==> src/dsp_defs.svh <==
// constants for the dual serial port pin logic
// assumes mclk at 10 MHz, pins sampled through two-flop synchronisers
// Behaviour
// - alert output asserts on any limit exceeded; active level selectable high or low.
// - after reset the alert output is active low until software picks high.
// - alert and spi data output are open-drain; only pull low or release.
// - spi read data shifts out on each falling serial clock edge.
// - spi input data is captured on each rising serial clock edge.
// - i2c address from three-state pin: low 1001000, float 1001010, high 1001011.
// - pin address latched on eighth clock of second matching address transfer.
// - once latched, changes on the address pin are ignored.
// - the one serial clock times all reads and writes in both modes.
// - spi transfers are framed by select low; accept and drive only then.
// - port starts in i2c; once spi is selected it stays until srst.
`ifndef DSP_DEFS_SVH
`define DSP_DEFS_SVH
`define DSP_ADDR_LOW 7'h48
`define DSP_ADDR_FLOAT 7'h4A
`define DSP_ADDR_HIGH 7'h4B
`define DSP_BIT_LAST 4'h7
`define DSP_BIT_ACK 4'h8
`define DSP_SPI_LAST 3'h7
`define DSP_HITS_LATCH 2'h1
`define DSP_TX_IDLE 8'hFF
`define DSP_BYTE_RST 8'h00
`define DSP_ADDR_RST 7'h00
`endif

==> src/dsp_pkg.sv <==
// types shared by the dual serial port pin logic
// assumes the defs header supplies all numeric constants
package dsp_pkg;
    // serial pins as seen at the pads, raw and unsynchronised
    typedef struct packed {
        logic sclk;
        logic data_in;
        logic cs_n;
        logic add_high;
        logic add_float;
    } dsp_pins_t;
    // i2c receiver states
    typedef enum logic [1:0] {
        DSP_I2C_IDLE = 2'b00,
        DSP_I2C_ADDR = 2'b01,
        DSP_I2C_DATA = 2'b10,
        DSP_I2C_SKIP = 2'b11
    } dsp_i2c_st_t;
    // received byte toward the core
    typedef struct packed {
        logic [7:0] data;
        logic valid;
    } dsp_rx_t;
endpackage

==> src/dsp_port.sv <==
// dual serial port pin logic: spi/i2c shifting, address strap, alert pin
// assumes raw pins asynchronous to mclk; alert condition and tx byte from core logic on mclk
`timescale 1ns/1ps
`include "dsp_defs.svh"
module dsp_port
    import dsp_pkg::*;
(
    // clock and reset
    input wire logic mclk,
    input wire logic srst,
    // pads
    input wire dsp_pins_t pins,
    output logic sda_o,
    output logic sda_oe,
    output logic dout_o,
    output logic dout_oe,
    output logic int_o,
    output logic int_oe,
    // core side
    input wire logic alert_cond,
    input wire logic pol_wr,
    input wire logic pol_high,
    input wire logic [7:0] tx_byte,
    output dsp_rx_t rx,
    output logic spi_mode,
    output logic addr_latched,
    output logic [6:0] i2c_addr
);
    ////////////////////////////////////////////////////////////////////////////
    // synchronisers and edge detection
    logic [1:0] sclk_s, din_s, csn_s, addh_s, addf_s;
    logic sclk_d, din_d, csn_d;
    always_ff @(posedge mclk) begin
        sclk_s <= {sclk_s[0], pins.sclk};
        din_s <= {din_s[0], pins.data_in};
        csn_s <= {csn_s[0], pins.cs_n};
        addh_s <= {addh_s[0], pins.add_high};
        addf_s <= {addf_s[0], pins.add_float};
        sclk_d <= sclk_s[1];
        din_d <= din_s[1];
        csn_d <= csn_s[1];
    end
    wire sclk_rise = sclk_s[1] & ~sclk_d;
    wire sclk_fall = ~sclk_s[1] & sclk_d;
    wire i2c_start = sclk_s[1] & sclk_d & din_d & ~din_s[1];
    wire i2c_stop = sclk_s[1] & sclk_d & ~din_d & din_s[1];
    wire csn_fall = csn_d & ~csn_s[1];

    ////////////////////////////////////////////////////////////////////////////
    // alert pin, polarity register
    logic pol_high_r;
    always_ff @(posedge mclk) begin
        if (srst) pol_high_r <= 1'b0;
        else if (pol_wr) pol_high_r <= pol_high;
    end
    // open drain: pull low when the pin level must be low
    assign int_o = 1'b0;
    assign int_oe = pol_high_r ? ~alert_cond : alert_cond;

    ////////////////////////////////////////////////////////////////////////////
    // mode lock: first select falling edge locks spi
    logic spi_lock_r;
    always_ff @(posedge mclk) begin
        if (srst) spi_lock_r <= 1'b0;
        else if (csn_fall) spi_lock_r <= 1'b1;
    end
    assign spi_mode = spi_lock_r;
    wire cs_act = spi_lock_r & ~csn_s[1];

    ////////////////////////////////////////////////////////////////////////////
    // spi shifter
    logic [2:0] spi_cnt_r;
    logic [7:0] spi_sh_r, spi_tx_r;
    wire [7:0] spi_sh_nxt = {spi_sh_r[6:0], din_s[1]};
    wire spi_byte_done = cs_act & sclk_rise & (spi_cnt_r == `DSP_SPI_LAST);
    always_ff @(posedge mclk) begin
        if (srst || !cs_act) begin
            spi_cnt_r <= 3'h0;
            spi_tx_r <= `DSP_TX_IDLE;
        end else begin
            if (sclk_rise) begin
                spi_sh_r <= spi_sh_nxt;
                spi_cnt_r <= spi_cnt_r + 3'h1;
            end
            if (sclk_fall)
                spi_tx_r <= (spi_cnt_r == 3'h0) ? tx_byte : {spi_tx_r[6:0], 1'b1};
        end
    end
    assign dout_o = 1'b0;
    assign dout_oe = cs_act & ~spi_tx_r[7];

    ////////////////////////////////////////////////////////////////////////////
    // i2c address selection and latch
    logic addr_lock_r, match_r, ack_r;
    logic [6:0] addr_r;
    logic [1:0] hits_r;
    logic [3:0] i2c_cnt_r;
    logic [7:0] i2c_sh_r;
    dsp_i2c_st_t i2c_st_r;
    wire [6:0] pin_addr = addf_s[1] ? `DSP_ADDR_FLOAT : (addh_s[1] ? `DSP_ADDR_HIGH : `DSP_ADDR_LOW);
    wire [6:0] cur_addr = addr_lock_r ? addr_r : pin_addr;
    wire [7:0] i2c_sh_nxt = {i2c_sh_r[6:0], din_s[1]};
    wire i2c_busy = ~spi_lock_r & ((i2c_st_r == DSP_I2C_ADDR) | (i2c_st_r == DSP_I2C_DATA));
    wire bit8 = i2c_busy & sclk_rise & (i2c_cnt_r == `DSP_BIT_LAST);
    wire bit9 = i2c_busy & sclk_rise & (i2c_cnt_r == `DSP_BIT_ACK);
    wire addr_hit = bit8 & (i2c_st_r == DSP_I2C_ADDR) & (i2c_sh_nxt[7:1] == cur_addr);
    wire do_latch = addr_hit & ~addr_lock_r & (hits_r == `DSP_HITS_LATCH);
    wire ackable = (i2c_st_r == DSP_I2C_DATA) | ((i2c_st_r == DSP_I2C_ADDR) & match_r);
    assign i2c_addr = cur_addr;
    assign addr_latched = addr_lock_r;

    // address hit count and latch
    always_ff @(posedge mclk) begin
        if (srst) begin
            addr_lock_r <= 1'b0;
            addr_r <= `DSP_ADDR_RST;
            hits_r <= 2'h0;
        end else if (addr_hit && !addr_lock_r) begin
            hits_r <= hits_r + 2'h1;
            if (do_latch) begin
                addr_lock_r <= 1'b1;
                addr_r <= pin_addr;
            end
        end
    end

    // i2c byte receiver
    always_ff @(posedge mclk) begin
        if (srst || spi_lock_r || i2c_stop) begin
            i2c_st_r <= DSP_I2C_IDLE;
            i2c_cnt_r <= 4'h0;
            match_r <= 1'b0;
        end else if (i2c_start) begin
            i2c_st_r <= DSP_I2C_ADDR;
            i2c_cnt_r <= 4'h0;
            match_r <= 1'b0;
        end else if (bit9) begin
            i2c_cnt_r <= 4'h0;
            // only the address byte decides between taking and skipping data
            unique case (i2c_st_r)
                DSP_I2C_ADDR: i2c_st_r <= match_r ? DSP_I2C_DATA : DSP_I2C_SKIP;
                DSP_I2C_DATA: i2c_st_r <= DSP_I2C_DATA;
                DSP_I2C_IDLE, DSP_I2C_SKIP: i2c_st_r <= i2c_st_r;
            endcase
        end else if (i2c_busy && sclk_rise) begin
            i2c_sh_r <= i2c_sh_nxt;
            i2c_cnt_r <= i2c_cnt_r + 4'h1;
            if (addr_hit) match_r <= 1'b1;
        end
    end

    // acknowledge pulls data low across the ninth clock
    always_ff @(posedge mclk) begin
        if (srst || spi_lock_r || i2c_st_r == DSP_I2C_IDLE) ack_r <= 1'b0;
        else if (sclk_fall) ack_r <= (i2c_cnt_r == `DSP_BIT_ACK) & ackable;
    end
    assign sda_o = 1'b0;
    assign sda_oe = ack_r;

    ////////////////////////////////////////////////////////////////////////////
    // received byte toward the core
    wire i2c_byte = bit8 & (i2c_st_r == DSP_I2C_DATA);
    always_ff @(posedge mclk) begin
        if (srst) begin
            rx <= '{data: `DSP_BYTE_RST, valid: 1'b0};
        end else begin
            rx.valid <= spi_byte_done | i2c_byte;
            if (spi_byte_done) rx.data <= spi_sh_nxt;
            else if (i2c_byte) rx.data <= i2c_sh_nxt;
        end
    end
endmodule

==> config.mk <==
export PLATFORM = sky130hd
export DESIGN_NAME = dsp_port
export DESIGN_NICKNAME = d
export VERILOG_FILES = /design/src/dsp_pkg.sv /design/src/dsp_port.sv
export VERILOG_INCLUDE_DIRS = /design/src /design/src/src
export SDC_FILE = /design/constraint.sdc
export NUM_CORES = 1
export LEC_CHECK = 0
export ABC_CLOCK_PERIOD_IN_PS = 2900
export BUFFER_PORTS_ARGS = -buffer_cell sky130_fd_sc_hd__clkbuf_2
export CELL_PAD_IN_SITES_DETAIL_PLACEMENT = 2
export CELL_PAD_IN_SITES_GLOBAL_PLACEMENT = 2
export CORE_MARGIN = 2
export CORE_UTILIZATION = 36
export DETAILED_ROUTE_END_ITERATION = 10
export PLACE_DENSITY_LB_ADDON = 0.1
export SLEW_MARGIN = 10
export SYNTH_ARGS = -nofsm -noshare
export SYNTH_HDL_FRONTEND = slang
export SYNTH_SLANG_ARGS = --single-unit
==> constraint.sdc <==
create_clock -name mclk -period 2.9 [get_ports mclk]
set_input_delay 0.58 -clock mclk [delete_from_list [all_inputs] [get_ports mclk]]
set_output_delay 0.58 -clock mclk [all_outputs]
set_load 0.02 [all_outputs]
==> results.py <==
metrics = {
    "status": {
        "outcome": "completed",
    },
    "timing": {
        "rsz0062_at_grt": "false",
        "post-route-period-util": 0.9004,
        "finalMaxSlewViolations": 0,
        "fmax_ghz": 0.3830,
        "skew_ns": 0.008400,
        "min_period_ns": 2.611,
        "fin_setup_tns_ns": 0,
        "final-hold-violation-count": 0,
        "tightestPinTransition_ns": 0.8495,
        "slew_headroom": 0.4325,
        "setup_viol": 0,
    },
    "global_route": {
        "grt_pass1_vias": 1921,
        "grt_max_degree": 21,
        "antenna_found_initial": 0,
        "grt.total_usage": 0.1618,
        "grt-ovfl-total": 0,
        "grt_pass1_wl_um": 9480,
    },
    "synth": {
        "synth_top_family_by_area": "simple AND/OR/NAND/NOR gates",
        "synth_area_sq_um": 2580,
        "synth_mux_area_frac": 0.06984,
        "synthSimpleGateAreaFrac": 0.1571,
        "synth_top_area_cell": "dfxtp_1",
        "yosysMostFrequentCell": "dfxtp_1",
        "syn_area_per_cell_sq_um": 10.75,
        "ys.warnings.count": 0,
        "synth_edf_count": 14,
        "ys_seq_elements": 62,
        "synthAdderAreaFrac": 0.04365,
        "synth_area_leaders": "dfxtp_1, edfxtp_1, mux2i_1",
        "synthXorXnorAreaFrac": 0.02037,
        "synthCells": 240,
        "ys.flop_type": "dfxtp_1",
        "synthTopCellsByCount": "dfxtp_1, nor2_1, mux2i_1",
        "synth_cell_types": 43,
        "synthArstFlopShare": 0,
        "synth_top_area_frac": 0.3725,
        "synth_compound_area_frac": 0.1125,
        "ys_seq_area_frac": 0.5354,
    },
    "final_layout": {
        "layout.nets": 305,
        "fill_cells": 745,
        "antenna_cells": 0,
        "post-route-util": 0.4412,
        "area_growth_pct": 17.46,
        "fin_area_sq_um": 3030,
        "finalNonFillerCells": 379,
        "drive_gt1_frac": 0.2155,
    },
    "critical_path": {
        "path_max_fanout": 8,
        "critPathSlowestCell": "or4_4",
        "cpLargestDelayFamily": "simple AND/OR/NAND/NOR gates",
        "critPathBufInv": 1,
        "path_cells": "inv_1, ha_1, and4bb_1, nand4b_4, or4_4, or4_1, a21oi_1",
        "start_kind": "flip-flop",
        "max_stage_delay_ns": 0.57,
        "worstPathArrival_ns": 2.88,
        "worstPathRequired_ns": 3.16,
        "critPathKind": "flip-flop to flip-flop",
        "cp-end-kind": "flip-flop",
    },
    "placement": {
        "placed_area_sq_um": 2824,
        "dp_cells": 363,
        "gp_congestion": 0.7072,
        "io_buffers": 33,
        "dp_hpwl_um": 4110,
    },
    "cts": {
        "cts_setup_buffers": 0,
        "cts.clk_slew.worst_paths_ns": 0.07,
        "cts_resized": 0,
        "clk_latency_ns": 0.34,
        "cts_sinks": 62,
        "clk_path_buf_depth": 2,
        "cts-buffers-inserted": 9,
        "hold_buffers": 0,
        "cts_tree": "done",
        "clockRootBuffer": "clkbuf_8",
        "cts_max_level": 3,
    },
    "die": {
        "start_util": 0.3756,
        "die_w_um": 88.66,
        "ioPinCount": 42,
        "die_area_sq_um": 7860,
        "row_count": 30,
        "core_area_sq_um": 6869,
        "die_height_um": 88.66,
    },
    "pwr": {
        "peakVddDrop_v": 0.0002670,
        "cellPowerDensity_nw_per_um2": 576.8,
        "power_mw": 1.748,
        "p_leak_nw": 1.311,
    },
    "detailed_routing": {
        "ant_nets": 0,
        "drt-initial-drc-count": 27,
        "first_pass_iters": 5,
        "routed_wl_um": 5703,
        "drc_errors": 0,
        "post_drt_wl_per_cell_um": 15.05,
        "via_per_inst": 4.855,
        "routed-via-count": 1840,
    },
    "hold_path": {
        "min_path_type": "flip-flop to flip-flop",
    },
    "job": {
        "drv_cap": 0,
    },
}
[power by group]
group,switching (mW),total [mW],internal (mW)
Sequential,0.0129,0.906,0.893
Combinational,0.0479,0.0778,0.0298
Clock,0.332,0.764,0.432
Total,0.393,1.75,1.35
[cell type report]
class	count	area, sq um	share of cell area
inverters	13	48.80	0.01610
clock inverters	2	12.51	0.004129
flip-flops and latches	62	1381	0.4558
multi-input cells	154	1071	0.3534
clock buffers	14	193.9	0.06400
well taps	96	120.1	0.03964
repair buffers	38	202.7	0.06689
[sequential cells by signal (all words and copies together) (netlist names), 2 cells and up]
name / cells
spi_sh_r: 7
i2c_cnt_r: 4
rx: 9
sclk_s: 2
spi_tx_r: 8
hits_r: 2
addh_s: 2
addr_r: 3
csn_s: 2
addf_s: 2
i2c_st_r: 2
i2c_sh_r: 7
spi_cnt_r: 3
din_s: 2
[layer usage]
metal,global-route usage,vias to the layer above,part of all wire
met5,0,-,0
met4,0.06336,0,0.018
met3,0.05317,11,0.039
met2,0.2707,36,0.49
met1,0.1920,891,0.45
li1,-,902,-
[layout by cell type (no fill, tap or decap), drive strengths merged, types with 5 or more instances in the layout]
cell type,netlist,layout
conb,2,8
a21oi,11,11
dfxtp,48,48
clkbuf,5,47
nor2,26,26
mux2i,18,18
nor2b,8,8
a211oi,8,8
ha,9,9
nand2,12,12
buf,12,5
inv,13,13
o211ai,7,7
edfxtp,14,14
[final timing paths]
path                       startpoint                endpoint  depth (start not counted)  slack (ns)
max          i2c_st_r[0]$_SDFFE_PP0P_  addr_r[0]$_SDFFE_PP0P_                          7        0.29
min                 addf_s[0]$_DFF_P_       addf_s[1]$_DFF_P_                          0        0.33
max reg2reg  i2c_st_r[0]$_SDFFE_PP0P_  addr_r[0]$_SDFFE_PP0P_                          7        0.29
min reg2reg         addf_s[0]$_DFF_P_       addf_s[1]$_DFF_P_                          0        0.33
[stage by stage]
stage,setup slack [ns],hold WS (ns)
finish,0.2888,0.3279
global route,0.2018,0.3279
CTS,0.2721,0.3266
detailed placement,0.3147,0.3151
global placement,0.4143,0.3096
floorplan,0.6022,0.3096
[cell families after synthesis]
family	count (synthesis)
mux	18
buf+inv	30
xor+xnor	6
simple gates	73
other cells	2
compound gates	40
fa+ha+maj	9
flops	62
Power figures use the tool's default switching activity.
